### src/verilog/diag_pkg.sv
// shared constants and types of the diagnostic pin reporter
package diag_pkg;

  // clock and timing
  localparam int CLK_NS = 40;
  localparam int STEP_SLOW_NS = 4000;
  localparam int STEP_FAST_NS = 1000;
  localparam int STEP_SLOW_CYC = STEP_SLOW_NS / CLK_NS;
  localparam int STEP_FAST_CYC = STEP_FAST_NS / CLK_NS;
  localparam int STEP_W = 8;
  localparam int DEB_W = 9;
  localparam int BLANK_W = 8;

  // fault set, index 0 is the highest priority
  localparam int NFAULT = 10;
  localparam int IDX_W = 4;
  localparam int F_REG_HIGH = 0;
  localparam int F_PUMP_LOW = 1;
  localparam int F_GS_LOW = 2;
  localparam int F_REG_LOW = 3;
  localparam int F_OVERHEAT = 4;
  localparam int F_MAIN_LOW = 5;
  localparam int F_MAIN_HIGH = 6;
  localparam int F_LOGIC_LOW = 7;
  localparam int F_NVM = 8;
  localparam int F_DS = 9;
  localparam int DEB_NS [NFAULT] = '{2000, 16000, 2000, 16000, 2000,
                                     8000, 2000, 8000, 0, 2000};
  localparam int BLANK_NS [4] = '{500, 1000, 2000, 4000};

  // duty codes, high steps out of an 18 step period
  localparam int DUTY_W = 5;
  localparam logic [4:0] PHASE_LAST = 5'h11;
  localparam logic [4:0] EOF_DUTY = 5'h11;
  localparam logic [49:0] DUTY_TABLE = {5'h0F, 5'h0A, 5'h09, 5'h08,
    5'h07, 5'h06, 5'h05, 5'h04, 5'h03, 5'h02};

  // register map
  localparam int ADDR_W = 8;
  localparam logic [7:0] ADDR_CTRL = 8'h00;
  localparam logic [7:0] ADDR_STATUS = 8'h04;
  localparam logic [7:0] ADDR_ACTIVE = 8'h08;

  typedef logic [NFAULT-1:0] fault_vec_t;

  typedef struct packed {
    logic rate_sel;
    logic [1:0] ds_blank_sel;
    logic gs_monitor_on;
    logic ds_monitor_on;
    logic ds_bf_en;
    logic rh_bf_en;
  } ctrl_t;
  localparam logic [6:0] CTRL_RESET = 7'h2F;

  typedef enum logic [1:0] {st_idle, st_fault, st_eof} report_state_t;

  typedef struct packed {
    logic [1:0] state;
    logic drivers_on;
    fault_vec_t lock;
    fault_vec_t pend;
  } status_t;

endpackage

### src/verilog/diag_reporter.sv
// diagnostic fault reporter on one open-drain pin, with driver disabling
//
// The placing of the registers and the APB register port are this design's own decisions.
`timescale 1ns/1ps

module diag_reporter (
  // clock and reset
  input wire logic clock,
  input wire logic nrst,
  // apb slave
  input wire logic psel,
  input wire logic penable,
  input wire logic pwrite,
  input wire logic [diag_pkg::ADDR_W-1:0] paddr,
  input wire logic [31:0] pwdata,
  output logic [31:0] prdata,
  output logic pready,
  output logic pslverr,
  // fault sensing and driver control
  input wire diag_pkg::fault_vec_t fault_raw,
  input wire logic ds_switch,
  input wire logic en_in,
  input wire logic logic_supply_on,
  output logic drivers_on,
  // diagnostic pin
  input wire logic diag_pin_in,
  output logic diag_pin_out,
  output logic diag_pin_oe
);

  // ==========================================================
  // registers
  diag_pkg::ctrl_t ctrl_q;
  diag_pkg::fault_vec_t deb_q, deb_r_q, pend_q, lock_q;
  diag_pkg::fault_vec_t qual, rise, clr_mask, hard_mask;
  diag_pkg::report_state_t st_q, st_d;
  logic [diag_pkg::STEP_W-1:0] div_q, step_last;
  logic [diag_pkg::DUTY_W-1:0] phase_q, duty_q, duty_d;
  logic [diag_pkg::IDX_W-1:0] cur_idx_q, idx_d, first_idx;
  logic [diag_pkg::BLANK_W-1:0] blank_q, blank_load;
  logic armed_q, drivers_q, oe_q, pready_q, pslverr_q;
  logic [31:0] prdata_q;
  logic awake, tick, high, fall_tick, period_end, ack, load;
  diag_pkg::status_t status;

  assign awake = logic_supply_on;
  assign prdata = prdata_q;
  assign pready = pready_q;
  assign pslverr = pslverr_q;
  assign drivers_on = drivers_q;
  assign diag_pin_oe = oe_q;

  // pin value is always low; high comes from the external pull-up
  always_ff @(posedge clock) begin
    diag_pin_out <= 1'b0;
  end

  // ==========================================================
  // fault qualification and debounce
  always_comb begin
    qual = fault_raw;
    qual[diag_pkg::F_DS] = fault_raw[diag_pkg::F_DS] &
      ctrl_q.ds_monitor_on & (blank_q == '0);
    qual[diag_pkg::F_GS_LOW] = fault_raw[diag_pkg::F_GS_LOW] &
      ctrl_q.gs_monitor_on;
  end
  always_comb begin
    blank_load = '0;
    for (int b = 0; b < 4; b++) begin
      if (ctrl_q.ds_blank_sel == b[1:0]) begin
        blank_load = diag_pkg::BLANK_W'((diag_pkg::BLANK_NS[b] +
          diag_pkg::CLK_NS - 1) / diag_pkg::CLK_NS);
      end
    end
  end

  // blanking restarts at each switching event
  always_ff @(posedge clock) begin
    if (!nrst || !awake) begin
      blank_q <= '0;
    end else if (ds_switch) begin
      blank_q <= blank_load;
    end else if (blank_q != '0) begin
      blank_q <= blank_q - 1'b1;
    end
  end

  for (genvar i = 0; i < diag_pkg::NFAULT; i++) begin : g_deb
    localparam int LIM = (diag_pkg::DEB_NS[i] + diag_pkg::CLK_NS - 1) /
      diag_pkg::CLK_NS;
    logic [diag_pkg::DEB_W-1:0] cnt_q;
    // condition must hold for the whole debounce time
    always_ff @(posedge clock) begin
      if (!nrst || !awake || !qual[i]) begin
        cnt_q <= '0;
        deb_q[i] <= 1'b0;
      end else begin
        if (cnt_q < diag_pkg::DEB_W'(LIM)) begin
          cnt_q <= cnt_q + 1'b1;
        end
        deb_q[i] <= (cnt_q >= diag_pkg::DEB_W'(LIM));
      end
    end
  end

  always_ff @(posedge clock) begin
    if (!nrst || !awake) begin
      deb_r_q <= '0;
    end else begin
      deb_r_q <= deb_q;
    end
  end
  assign rise = deb_q & ~deb_r_q;

  // ==========================================================
  // pwm timing
  assign step_last = ctrl_q.rate_sel ?
    diag_pkg::STEP_W'(diag_pkg::STEP_FAST_CYC - 1) :
    diag_pkg::STEP_W'(diag_pkg::STEP_SLOW_CYC - 1);
  assign tick = (div_q == step_last);
  assign high = (phase_q < duty_q);
  assign fall_tick = tick && (phase_q == duty_q - 5'h01);
  assign period_end = tick && (phase_q == diag_pkg::PHASE_LAST);
  // host low at our falling edge after release seen high
  assign ack = (st_q != diag_pkg::st_idle) && fall_tick && !diag_pin_in &&
    armed_q;

  always_comb begin
    first_idx = '0;
    for (int k = diag_pkg::NFAULT - 1; k >= 0; k--) begin
      if (pend_q[k] && !clr_mask[k]) begin
        first_idx = diag_pkg::IDX_W'(k);
      end
    end
  end
  always_comb begin
    clr_mask = '0;
    if (ack && st_q == diag_pkg::st_fault) begin
      clr_mask[cur_idx_q] = 1'b1;
    end
  end

  // ==========================================================
  // report sequencing
  always_comb begin
    st_d = st_q;
    load = 1'b0;
    case (st_q)
      diag_pkg::st_idle: begin
        if (|pend_q) begin
          st_d = diag_pkg::st_fault;
          load = 1'b1;
        end
      end
      diag_pkg::st_fault: begin
        if (ack) begin
          load = 1'b1;
          if (|(pend_q & ~clr_mask)) begin
            st_d = diag_pkg::st_fault;
          end else begin
            st_d = diag_pkg::st_eof;
          end
        end
      end
      diag_pkg::st_eof: begin
        if (ack) begin
          load = 1'b1;
          if (|pend_q) begin
            st_d = diag_pkg::st_fault;
          end else if (|deb_q) begin
            st_d = diag_pkg::st_eof;
          end else begin
            st_d = diag_pkg::st_idle;
          end
        end else if (period_end && |pend_q) begin
          st_d = diag_pkg::st_fault;
          load = 1'b1;
        end
      end
      default: begin
        st_d = diag_pkg::st_idle;
      end
    endcase
  end
  assign idx_d = first_idx;
  assign duty_d = (st_d == diag_pkg::st_fault) ?
    diag_pkg::DUTY_TABLE[idx_d*diag_pkg::DUTY_W +: diag_pkg::DUTY_W] :
    diag_pkg::EOF_DUTY;
  always_ff @(posedge clock) begin
    if (!nrst || !awake) begin
      st_q <= diag_pkg::st_idle;
      cur_idx_q <= '0;
      duty_q <= '0;
    end else begin
      st_q <= st_d;
      if (load) begin
        cur_idx_q <= idx_d;
        duty_q <= duty_d;
      end
    end
  end
  // period counters, restarted at each new code
  always_ff @(posedge clock) begin
    if (!nrst || !awake || load || st_q == diag_pkg::st_idle) begin
      div_q <= '0;
      phase_q <= '0;
    end else if (tick) begin
      div_q <= '0;
      if (phase_q == diag_pkg::PHASE_LAST) begin
        phase_q <= '0;
      end else begin
        phase_q <= phase_q + 1'b1;
      end
    end else begin
      div_q <= div_q + 1'b1;
    end
  end

  // one acknowledge per hold: rearm only after the pin is seen high
  always_ff @(posedge clock) begin
    if (!nrst || !awake || load) begin
      armed_q <= 1'b0;
    end else if (!oe_q && diag_pin_in) begin
      armed_q <= 1'b1;
    end
  end

  // pending faults: a new event beats an acknowledge clear
  always_ff @(posedge clock) begin
    if (!nrst || !awake) begin
      pend_q <= '0;
    end else begin
      pend_q <= (pend_q & ~clr_mask) | rise;
    end
  end

  // ==========================================================
  // pin and gate drivers
  always_ff @(posedge clock) begin
    if (!nrst) begin
      oe_q <= 1'b0;
    end else if (!awake) begin
      oe_q <= 1'b1;
    end else if (st_q == diag_pkg::st_idle) begin
      oe_q <= 1'b0;
    end else begin
      oe_q <= !high;
    end
  end
  always_comb begin
    hard_mask = '0;
    hard_mask[diag_pkg::F_MAIN_HIGH] = 1'b1;
    hard_mask[diag_pkg::F_REG_HIGH] = ctrl_q.rh_bf_en;
    hard_mask[diag_pkg::F_DS] = ctrl_q.ds_bf_en;
  end

  always_ff @(posedge clock) begin
    if (!nrst || !awake) begin
      lock_q <= '0;
    end else begin
      lock_q <= (lock_q & ~clr_mask) | (rise & hard_mask);
    end
  end

  always_ff @(posedge clock) begin
    if (!nrst) begin
      drivers_q <= 1'b0;
    end else begin
      drivers_q <= en_in && awake && !(|lock_q);
    end
  end

  // ==========================================================
  // apb slave, answers one cycle into the access phase
  assign status = '{state: st_q, drivers_on: drivers_q, lock: lock_q,
    pend: pend_q};

  always_ff @(posedge clock) begin
    if (!nrst) begin
      pready_q <= 1'b0;
      pslverr_q <= 1'b0;
      prdata_q <= '0;
      ctrl_q <= diag_pkg::CTRL_RESET;
    end else if (psel && penable && !pready_q) begin
      pready_q <= 1'b1;
      pslverr_q <= 1'b0;
      prdata_q <= '0;
      if (paddr == diag_pkg::ADDR_CTRL) begin
        if (pwrite) begin
          ctrl_q <= pwdata[6:0];
        end else begin
          prdata_q <= {25'h0000000, ctrl_q};
        end
      end else if (paddr == diag_pkg::ADDR_STATUS) begin
        if (!pwrite) begin
          prdata_q <= {9'h000, status};
        end
      end else if (paddr == diag_pkg::ADDR_ACTIVE) begin
        if (!pwrite) begin
          prdata_q <= {22'h000000, deb_q};
        end
      end else begin
        pslverr_q <= 1'b1;
      end
    end else begin
      pready_q <= 1'b0;
      pslverr_q <= 1'b0;
    end
  end
endmodule

### config.mk
export PLATFORM = sky130hd
export DESIGN_NAME = diag_reporter
export DESIGN_NICKNAME = d
export VERILOG_FILES = /design/src/verilog/diag_pkg.sv /design/src/verilog/diag_reporter.sv
export SDC_FILE = /design/constraint.sdc
export NUM_CORES = 1
export LEC_CHECK = 0
export BUFFER_PORTS_ARGS = -buffer_cell sky130_fd_sc_hd__buf_2
export CAP_MARGIN = 20
export CORE_ASPECT_RATIO = 0.6
export CORE_MARGIN = 2
export CORE_UTILIZATION = 40
export DETAILED_ROUTE_END_ITERATION = 7
export HOLD_SLACK_MARGIN = 0.03
export SKIP_CTS_REPAIR_TIMING = 1
export SYNTH_ARGS = -nofsm -noshare
export SYNTH_HDL_FRONTEND = slang
export SYNTH_SLANG_ARGS = --single-unit
export TNS_END_PERCENT = 50
### constraint.sdc
create_clock -name clock -period 4.1 [get_ports clock]
set_input_delay 1.025 -clock clock [delete_from_list [all_inputs] [get_ports clock]]
set_output_delay 1.025 -clock clock [all_outputs]
set_load 0.005 [all_outputs]
## Word level (Yosys, flattened, before mapping)

Cells that the tools add are included.

- Register bits after elaboration: 206
- Bits of input ports: 59
- Output and inout bits: 37
- Logic and storage cells: 226

- Add/sub/neg operators: 14
- Multiply operators: 1
- $lt $le $gt $ge: 23
- Eq/ne operators: 11
- Shifts and indexed selects: 1
- Muxes and demuxes: 45
- Bitwise operators: 13
- Reduce and logical (&&, ||, !) cells: 77

Operators by type and width:

| operator | number |
|---|---|
| adder 9 x 1 -> 9 bit, second input constant | 10 |
| 2-to-1 mux 32 bit | 2 |
| indexed part select 50 x 8 -> 5 bit, first input constant | 1 |
| >= comparator 9 x 6 -> 1 bit, second input constant | 5 |
| < comparator 9 x 6 -> 1 bit, second input constant | 5 |
| 2-to-1 mux 4 bit | 11 |
| AND 10 bit | 4 |
| 2-to-1 mux 8 bit | 5 |
| OR reduction 10 bit | 4 |
| 2-to-1 mux 10 bit | 3 |
| zero test 1 bit | 27 |
| logical AND 1 bit | 23 |
| 2-to-1 mux 23 bit | 1 |
| NOT 10 bit | 2 |
| OR 10 bit | 2 |
| >= comparator 9 x 8 -> 1 bit, second input constant | 2 |
| >= comparator 9 bit, second input constant | 2 |
| < comparator 9 x 8 -> 1 bit, second input constant | 2 |
| < comparator 9 bit, second input constant | 2 |
| zero test 8 bit | 2 |
| 2-to-1 mux 2 bit | 7 |
| 2-to-1 mux 7 bit | 2 |
| logical OR 1 bit | 13 |
| 2-to-1 mux 5 bit | 2 |
| other kinds (29) | 46 |

## Depth between registers and ports, before layout

Gate-level depths: netlist of run 1.

- Word-level depth: 23
- Mapped depth: 14
- Depth with buffers taken out: 13

## Worst setup path before layout of run 1

No wires, ideal clock.

- Path type: input port to flip-flop
- From: input diag_pin_in
- To: register duty_q[2] in the netlist's numbering
- Setup time: 0.074 ns
- Arrival: 3.128 ns
- Data required time: 4.026 ns
- Path slack: 0.898 ns
- Cell stages on the path: 11
- Path buffers: 1
- Cell sequence: nor4_2 > and2_1 > clkbuf_1 > o2111ai_1 > nor2_1 > a21oi_1 > or2_2 > ha_1 > inv_1 > mux2_4 > o22ai_2

- Longest elaborated chain between the ends: 20
- Elaborated cells between the ends (all ways): 49
- Those cells by class: 1 x mul; 1 x eq/ne; 1 x shift; 19 x mux; 2 x bitwise; 25 x reduce/logical

RTL lines:

| what | RTL line | text |
|---|---|---|
| from (decl) | diag_reporter.sv:26 | `input wire logic diag_pin_in,` |
| zero test 1 bit (*) | diag_reporter.sv:125 | `assign ack = (st_q != diag_pkg::st_idle) && fall_tick && !diag_pin_in &&` |
| logical AND 1 bit (*) (2 in series) | diag_reporter.sv:125 |  |
| logical AND 1 bit | diag_reporter.sv:138 | `if (ack && st_q == diag_pkg::st_fault) begin` |
| 2-to-1 mux 10 bit | diag_reporter.sv:138 |  |
| zero test 1 bit | diag_reporter.sv:131 | `if (pend_q[k] && !clr_mask[k]) begin` |
| logical AND 1 bit | diag_reporter.sv:131 |  |
| 2-to-1 mux 4 bit (10 in series) | diag_reporter.sv:131 |  |
| multiplier 4 x 3 -> 7 bit | diag_reporter.sv:187 | `diag_pkg::DUTY_TABLE[idx_d*diag_pkg::DUTY_W +: diag_pkg::DUTY_W] :` |
| indexed part select 50 x 8 -> 5 bit | diag_reporter.sv:187 |  |
| 2-to-1 mux 5 bit | diag_reporter.sv:186 | `assign duty_d = (st_d == diag_pkg::st_fault) ?` |
| to (signal assigned) | diag_reporter.sv:198 | `duty_q <= duty_d;` |
| to (decl) | diag_reporter.sv:38 | `logic [diag_pkg::DUTY_W-1:0] phase_q, duty_q, duty_d;` |

Mark *: on every way between the ends. The rest lies on a longest branch, timed or not.
A chain may end at the register's enable or synchronous reset.

## Worst setup path in the final report of run 1

- From: register duty_q[0] in the netlist's numbering
- To: register duty_q[2] in the netlist's numbering

- Longest elaborated chain between the ends: 23
- Elaborated cells between the ends (all ways): 52
- Those cells by class: 1 x add/sub; 1 x mul; 2 x eq/ne; 1 x shift; 19 x mux; 2 x bitwise; 26 x reduce/logical

RTL lines:

| what | RTL line | text |
|---|---|---|
| subtractor 5 x 1 -> 5 bit (*) | diag_reporter.sv:122 | `assign fall_tick = tick && (phase_q == duty_q - 5'h01);` |
| equality test 5 bit (*) | diag_reporter.sv:122 |  |
| logical AND 1 bit (*) | diag_reporter.sv:122 |  |
| logical AND 1 bit (*) (3 in series) | diag_reporter.sv:125 |  |
| logical AND 1 bit | diag_reporter.sv:138 |  |
| 2-to-1 mux 10 bit | diag_reporter.sv:138 |  |
| zero test 1 bit | diag_reporter.sv:131 |  |
| logical AND 1 bit | diag_reporter.sv:131 |  |
| 2-to-1 mux 4 bit (10 in series) | diag_reporter.sv:131 |  |
| multiplier 4 x 3 -> 7 bit | diag_reporter.sv:187 |  |
| indexed part select 50 x 8 -> 5 bit | diag_reporter.sv:187 |  |
| 2-to-1 mux 5 bit | diag_reporter.sv:186 |  |

Marks and branches as above.

==> results by group, run 1 <==
Clock tree
  – Clock slew at reported path FFs: about 70 ps
  – Total CTS buffers: 17
  – CTS tree: done
  – Sink count of the clock tree: roughly 190
  – Maximum root-to-sink buffer count: 2
  – Clock latency on the worst-skew pair: ~430 ps
  – CTS Root Cell: sky130_fd_sc_hd__clkbuf_16
  – CTS H-Tree Depth: 4

Timing
  – Maximum clock skew at final layout: between 8 and 9 ps
  – Slack of the critical path: between 700 and 800 ps
  – Min Clock Period, post-route: between 3000 and 4000 ps
  – Count of final setup violators: 0
  – RSZ-0062 raised after global routing: no
  – Final worst path period share: between 80 and 90%
  – Number of max-slew violations in the final report: 0
  – Setup total negative slack: 0 ps
  – Number of endpoints with negative hold slack in the final report: 0
  – Achievable Freq: about 300 MHz
  – Slew Limit Headroom: roughly 30%
  – Transition at the pin with the smallest max-transition slack: 1050 ps

Hold path
  – Worst hold start: deb_r_q[7]
  – Path type of the worst min-delay path: register to register
  – WHS Path Cells: 1
  – Worst Hold Path EP: pend_q[7]

Pwr
  – PwrDens: between 300 and 400 nW/µm²
  – Int Power: roughly 3 mW
  – Clock power frac: a little under half
  – Part of the total power dissipated in combinational logic: 4.1%
  – Sequential group share of total power: between 40% and 50%
  – Maximum ir drop on the vdd rail: ~280 µV
  – Leak pwr: between 3 and 4 nW
  – Switching power summed over all nets: a little over 0.8 mW
  – Switching part of the total: between 20% and 30%

Logic synthesis
  – Count leader, synth: sky130_fd_sc_hd__dfxtp_1
  – Mapped Cells: 968
  – Async set or reset register ratio after synthesis: 0%
  – Cell type contributing the most total cell area after synthesis: sky130_fd_sc_hd__dfxtp_1
  – Post-synth top area share: between 40% and 50%
  – Leading post-synthesis cells by cell area: sky130_fd_sc_hd__dfxtp_1, sky130_fd_sc_hd__nor2_1, sky130_fd_sc_hd__ha_1
  – Post-synthesis cell type count: 66
  – Summed instance area of the synthesized netlist: about 8500 µm²
  – Synthesis-stage register bit count: 188
  – Sequential fraction of the synthesis area: 44.2%
  – Yosys warnings: 0
  – Synth top cells by count: sky130_fd_sc_hd__dfxtp_1, sky130_fd_sc_hd__nor2_1, sky130_fd_sc_hd__nand2_1
  – Synthesized area per cell: ~8.8 µm²
  – Number of enable flip-flop cells after synthesis: 0
  – Synth Flop Type: sky130_fd_sc_hd__dfxtp_1

Global route
  – Global-route wire length before repair: 32100 µm
  – Total GRT Usage: 18.2%
  – Total congestion overflow after global routing: 0
  – Number of global-route vias before repair: 6076
  – Largest net degree at the start of global routing: 42
  – Number of antenna violations at the first check in global routing: 0

Floorplanning
  – Initial Utilization: 40.6%
  – Height of the die: ~120 µm
  – X dimension of the die: about 190 µm
  – Core outline area: about 21000 µm²
  – Ports: 96
  – # rows: 41
  – Die Area: between 20000 and 25000 µm²

Critical path
  – Longest individual stage delay on the worst path: about 430 ps
  – Slowest library cell on the worst path: sky130_fd_sc_hd__dfxtp_1
  – Worst-path fanout max: 8
  – CP Buf/Inv Count: 2
  – WS Path Type: register to register
  – Critical path, cell by cell: inv_1, ha_1, xnor2_1, nor4_2, and2_1, o2111ai_1, nor2_1, a21oi_1, or2_2, ha_1, inv_1, mux2_4, o22ai_2
  – Endpoint class of the critical path: register
  – Critical path origin: duty_q[0]
  – CP top delay family: simple AND/OR/NAND/NOR gates
  – Register-to-Register Path Depth: 13
  – Required time worst endpoint: about 4500 ps
  – Worst Path Arrival: roughly 3800 ps
  – Worst reg-to-reg setup slack: approximately 720 ps
  – Reg-to-reg startpoint: duty_q[0]
  – Type of element launching the critical path: register
  – Endpoint of the lowest-slack register-to-register path: duty_q[2]

Drt
  – Remaining antenna violation count: 0
  – Post-route DRC: 0
  – Vias/cell: ~5.1
  – 1st-iter DRT viols: 426
  – Number of detailed-route iterations in the first pass: 5
  – Detailed Route WL: 19500 µm
  – Average routed wire per standard cell: 14.8 µm
  – Total vias in the final route: 6752

Layout
  – Post-synthesis to final-layout area growth: 14.5%
  – Net count reported at finish: approximately 1100
  – Ant. Diodes: 0
  – Fraction of layout cells with a size suffix above 1: 11.6%

Status
  – Outcome: completed

Placed design
  – Post-Place Setup Slack: about 540 ps
  – Number of port buffers: 60
  – Half-perimeter wire length of the detailed placement result: between 10000 and 15000 µm
  – Routability-driven placement congestion ratio: around 0.93

Run
  – Number of maximum-capacitance constraint violations: 0
worst register-to-register path: cells and delay by family, from the launching register on:
| family | cells | cell delay, ps |
|---|---|---|
| XOR/XNOR | 1 | 140 |
| buffers and inverters | 2 | 110 |
| flip-flops | 1 | 430 |
| AND/OR/NAND/NOR | 4 | 1390 |
| adder cells (fa/ha/maj) | 2 | 580 |
| AO/OA/AOI/OAI | 3 | 430 |
| multiplexers | 1 | 250 |
cells by family (layout without fill, tap and decap cells):
kind of cell	count (synthesis)	count (layout)	share of synthesized area [%]
AOI/OAI and AO/OA	153	153	12.4
xor gates and xnor gates	64	64	6.59
adders and majority gates	33	33	4.85
buffers and inverters	87	152	4.43
and+or+nand+nor	418	418	24.6
other	1	10	0.0441
muxes	24	24	2.88
DFF	188	188	44.2
per-stage QoR:
stage                     utilization, %  hold WS [ps]  std cells  cell area, µm²  power [mW]
after floorplan                        -           399        977            8540        2.00
after global placement              43.3           403       1285            9060        2.05
after detailed placement            43.3           406       1286            9070        2.05
after CTS                           46.4           416       1317            9720        3.87
after global routing                46.5           434       1321            9740        3.97
final                               46.5           416       1321            9740        3.82
routing by layer:
layer | part of all wire (%) | wire (µm) | global-route usage, % | vias to the layer above
met4 | 0.78 | 153 | 4.99 | 0
met3 | 6.4 | 1250 | 5.01 | 15
met5 | 0 | 0 | 0 | -
li1 | - | - | - | 3485
met1 | 55 | 10800 | 28.1 | 3082
met2 | 37 | 7270 | 24.1 | 170
cell type report:
cell class | instances | area, µm²
clock buffer | 18 | 439
multi-input combinational | 702 | 4400
timing repair buffer | 76 | 408
sequential | 188 | 3760
tap | 279 | 349
inverter | 45 | 169
clock inverter | 13 | 210
fill | 2036 | 11200
power groups by stage:
stage	Combinational (mW)	Sequential [mW]	Clock [mW]
2_1_floorplan	0.108	1.89	0
3_3_place_gp	0.155	1.89	0
3_5_place_dp	0.155	1.89	0
4_1_cts	0.157	1.85	1.86
5_1_grt	0.175	1.85	1.94
6_report	0.156	1.85	1.82
sequential cells by signal (all words and copies together) (netlist names), 2 cells and up:
| name | cells |
|---|---|
| pend_q | 10 |
| ctrl_q | 7 |
| g_deb.cnt_q | 81 |
| phase_q | 5 |
| deb_r_q | 10 |
| cur_idx_q | 4 |
| div_q | 8 |
| blank_q | 8 |
| duty_q | 5 |
| prdata | 23 |
| lock_q | 10 |
| deb_q | 10 |
| st_q | 2 |
worst max-delay path by stage:
stage | end | slack [ps] | cells after the start
after CTS | duty_q[2] | 790 | 13
after detailed placement | duty_q[2] | 540 | 11
after global routing | duty_q[2] | 460 | 13
final | duty_q[2] | 720 | 13
after floorplan | duty_q[2] | 900 | 11
after global placement | duty_q[2] | 580 | 11
layout by cell type, fill, tap and decap left out, types with 4 or more instances in the layout:
cell type	count
sky130_fd_sc_hd__a211oi_1	10
sky130_fd_sc_hd__xor2_1	40
sky130_fd_sc_hd__o211ai_1	4
sky130_fd_sc_hd__clkbuf_16	17
sky130_fd_sc_hd__a22oi_1	17
sky130_fd_sc_hd__inv_6	4
sky130_fd_sc_hd__ha_1	33
sky130_fd_sc_hd__inv_1	45
sky130_fd_sc_hd__conb_1	10
sky130_fd_sc_hd__a21boi_0	10
sky130_fd_sc_hd__a21oi_1	32
sky130_fd_sc_hd__mux2i_1	23
sky130_fd_sc_hd__nor2_1	137
sky130_fd_sc_hd__nor3_1	16
sky130_fd_sc_hd__xnor2_1	24
sky130_fd_sc_hd__and2_1	8
sky130_fd_sc_hd__o22ai_1	6
sky130_fd_sc_hd__buf_2	62
sky130_fd_sc_hd__a22o_1	5
sky130_fd_sc_hd__a31oi_1	18
sky130_fd_sc_hd__nand2b_1	11
sky130_fd_sc_hd__nand4_1	25
sky130_fd_sc_hd__and4_1	6
sky130_fd_sc_hd__buf_4	11
sky130_fd_sc_hd__dfxtp_1	188
sky130_fd_sc_hd__o311a_1	6
sky130_fd_sc_hd__o2111ai_1	4
sky130_fd_sc_hd__or3_1	12
sky130_fd_sc_hd__nor4_1	14
sky130_fd_sc_hd__and3_1	33
sky130_fd_sc_hd__bufinv_16	5
sky130_fd_sc_hd__nand3_1	25
sky130_fd_sc_hd__o21ai_0	17
sky130_fd_sc_hd__nor2b_1	27
sky130_fd_sc_hd__nand2_1	82
(Power assumes the default switching activity.)
==> run 2: changes to the inputs <==
--- a/config.mk
+++ b/config.mk
@@ -5,6 +5,7 @@
 export SDC_FILE = /design/constraint.sdc
 export NUM_CORES = 1
 export LEC_CHECK = 0
+export ABC_AREA = 1
 export BUFFER_PORTS_ARGS = -buffer_cell sky130_fd_sc_hd__buf_2
 export CAP_MARGIN = 20
 export CORE_ASPECT_RATIO = 0.6
==> constraint.sdc (replaced) <==
create_clock -name clock -period 3.3 [get_ports clock]
set_input_delay 0.825 -clock clock [delete_from_list [all_inputs] [get_ports clock]]
set_output_delay 0.825 -clock clock [all_outputs]
set_load 0.005 [all_outputs]
==> results by group, run 2 <==
Logic synthesis
  – Sequential fraction of the synthesis area: around 45%
  – Post-synth top area share: between 40% and 50%
  – Count leader, synth: sky130_fd_sc_hd__nand2_1
  – Post-synthesis cell type count: 43
  – Synthesized area per cell: 7.40 µm²
  – Synthesis-stage register bit count: 188
  – Synth Flop Type: sky130_fd_sc_hd__dfxtp_1
  – Async set or reset register ratio after synthesis: 0%
  – Mapped Cells: roughly 1100
  – Synth top cells by count: sky130_fd_sc_hd__nand2_1, sky130_fd_sc_hd__inv_1, sky130_fd_sc_hd__dfxtp_1
  – Summed instance area of the synthesized netlist: 8380 µm²
  – Number of enable flip-flop cells after synthesis: 0
  – Leading post-synthesis cells by cell area: sky130_fd_sc_hd__dfxtp_1, sky130_fd_sc_hd__nand2_1, sky130_fd_sc_hd__inv_1
  – Cell type contributing the most total cell area after synthesis: sky130_fd_sc_hd__dfxtp_1
  – Yosys warnings: 0

Critical path
  – Critical path, cell by cell: inv_1, ha_1, inv_1, nand2_1, nand3_2, nor2_2, nand2_1, nor3_4, nand4_1, nand2_1, nand2_1, buf_4, a31oi_1, or2_2, inv_1, ha_1, o21ai_1, inv_1, nand2_1, nand2_1
  – Type of element launching the critical path: register
  – Required time worst endpoint: 3630 ps
  – CP Buf/Inv Count: 5
  – Most frequent cell on the critical path: sky130_fd_sc_hd__nand2_1
  – CP top delay family: simple AND/OR/NAND/NOR gates
  – Worst-path fanout max: 5
  – Longest individual stage delay on the worst path: around 370 ps
  – Worst Path Arrival: approximately 3300 ps
  – WS Path Type: register to register
  – Endpoint class of the critical path: register
  – Slowest library cell on the worst path: sky130_fd_sc_hd__dfxtp_1

Layout
  – Core utilization of the finished layout: between 40% and 50%
  – Net count reported at finish: 1307
  – Fin cells: about 1500
  – Post-synthesis to final-layout area growth: 15.8%
  – Largest register by flop count: g_deb.cnt_q
  – Fraction of layout cells with a size suffix above 1: between 10% and 20%
  – Commonest cells after routing, fill and taps aside: sky130_fd_sc_hd__nand2_1, sky130_fd_sc_hd__inv_1, sky130_fd_sc_hd__dfxtp_1, sky130_fd_sc_hd__nor2_1, sky130_fd_sc_hd__a21oi_1
  – Max reg flops: 81
  – Most frequent standard cell in the layout excluding fill and tap cells: sky130_fd_sc_hd__nand2_1
  – Post-Layout Inst Area: around 9700 µm²

Timing
  – Achievable Freq: ~340 MHz
  – Number of max-slew violations in the final report: 0
  – Slack of the critical path: 318 ps
  – Slew Limit Headroom: approximately three fifths
  – Maximum clock skew at final layout: around 7.6 ps
  – Final worst path period share: between 90% and 100%
  – Count of final setup violators: 0
  – Min Clock Period, post-route: between 2000 and 3000 ps
  – Transition at the pin with the smallest max-transition slack: 622 ps
  – Number of endpoints with negative hold slack in the final report: 0

Drt
  – Remaining antenna violation count: 0
  – 1st-iter DRT viols: ~500
  – Detailed Route WL: between 15000 and 20000 µm
  – Average routed wire per standard cell: 12.8 µm
  – Post-route DRC: 0
  – Number of detailed-route iterations in the first pass: 5
  – Vias/cell: 4.81
  – Total vias in the final route: between 7000 and 8000

Global route
  – Total congestion overflow after global routing: 0
  – Global-route wire length before repair: between 30000 and 40000 µm
  – Largest net degree at the start of global routing: 33
  – Total GRT Usage: 18.3%
  – Number of global-route vias before repair: 6384
  – Number of antenna violations at the first check in global routing: 0

Placed design
  – Routability-driven placement congestion ratio: between 0.8 and 0.9
  – Placed Area: about 9000 µm²
  – Post-Place Setup Slack: around 28 ps
  – Cell count after placement: 1464
  – Number of port buffers: 60
  – Half-perimeter wire length of the detailed placement result: about 14000 µm

Floorplanning
  – Ports: between 90 and 100
  – X dimension of the die: around 190 µm
  – Initial Utilization: between 40 and 50%
  – Height of the die: between 100 and 150 µm
  – # rows: 40
  – Die Area: 22200 µm²
  – Core outline area: roughly 20000 µm²

Clock tree
  – Sink count of the clock tree: approximately 190
  – CTS tree: done
  – Total CTS buffers: 17
  – Clock latency on the worst-skew pair: about 440 ps
  – Clock slew at reported path FFs: ~70 ps
  – CTS H-Tree Depth: 4
  – Maximum root-to-sink buffer count: 2
  – CTS Root Cell: sky130_fd_sc_hd__clkbuf_16

Pwr
  – PwrDens: between 400 and 500 nW/µm²
  – Maximum ir drop on the vdd rail: roughly 390 µV
  – Total power: around 4.6 mW
  – Leak pwr: 4.02 nW

Hold path
  – Path type of the worst min-delay path: register to register

Run
  – Number of maximum-capacitance constraint violations: 0

Status
  – Outcome: completed
-- run 2: cell count changes in the layout (fill, tap and decap cells not counted), sizes merged, moves of 19 or more --
cell / before / now
xnor2: 24 / 5
mux2i: 23 / 0
nand3: 25 / 47
o21ai: 19 / 56
nand2: 82 / 209
and3: 34 / 3
xor2: 40 / 10
nor3: 16 / 45
a21oi: 32 / 86
inv: 49 / 195
nor2b: 28 / 0
-- run 2: layout make-up --
| class | count | area (µm²) |
|---|---|---|
| Fill cell | 2021 | 10600 |
| Multi-Input combinational cell | 733 | 3790 |
| Sequential cell | 188 | 3760 |
| Inverter | 195 | 732 |
| Clock buffer | 23 | 488 |
| Timing Repair Buffer | 80 | 450 |
| Tap cell | 273 | 342 |
| Clock inverter | 9 | 133 |
| Antenna cell | 1 | 2.50 |
-- run 2: final timing paths --
path / start / endpoint / slack [ps] / cells after the start
max: duty_q[0] / duty_q[3] / 320 / 20
min: deb_r_q[5] / pend_q[5] / 420 / 1
max reg2reg: duty_q[0] / duty_q[3] / 320 / 20
min reg2reg: deb_r_q[5] / pend_q[5] / 420 / 1
-- run 2: routing by layer --
layer | track usage (%) | up-vias | share of wire [%]
met5 | 0 | - | 0
met4 | 5.48 | 0 | 1.4
met3 | 3.91 | 21 | 5.1
met2 | 25.0 | 157 | 38
met1 | 28.2 | 3211 | 55
li1 | - | 3839 | -
-- run 2: where the power goes --
group	leakage [nW]	switching (mW)	total, mW	internal (mW)
Combinational	2.20	0.116	0.171	0.0551
Clock	0.300	0.899	2.17	1.28
Sequential	1.52	0.0120	2.30	2.28
Total	4.02	1.03	4.64	3.62
-- run 2: through the flow --
| stage | hold WS [ps] | TNS, ps |
|---|---|---|
| 3_3_place_gp | 414 | 0 |
| 3_5_place_dp | 416 | 0 |
| 2_1_floorplan | 408 | 0 |
| 6_report | 420 | 0 |
| 4_1_cts | 424 | 0 |
| 5_1_grt | 433 | -5.17 |
-- run 2: cell families after synthesis --
family / count (synthesis) / synth area share [%]
AND/OR/NAND/NOR: 480 / 25.0
AO/OA/AOI/OAI: 194 / 13.1
adder cells (fa/ha/maj): 33 / 4.93
buffers and inverters: 221 / 10.4
XOR/XNOR: 15 / 1.57
other: 1 / 0.0448
flip-flops: 188 / 44.9
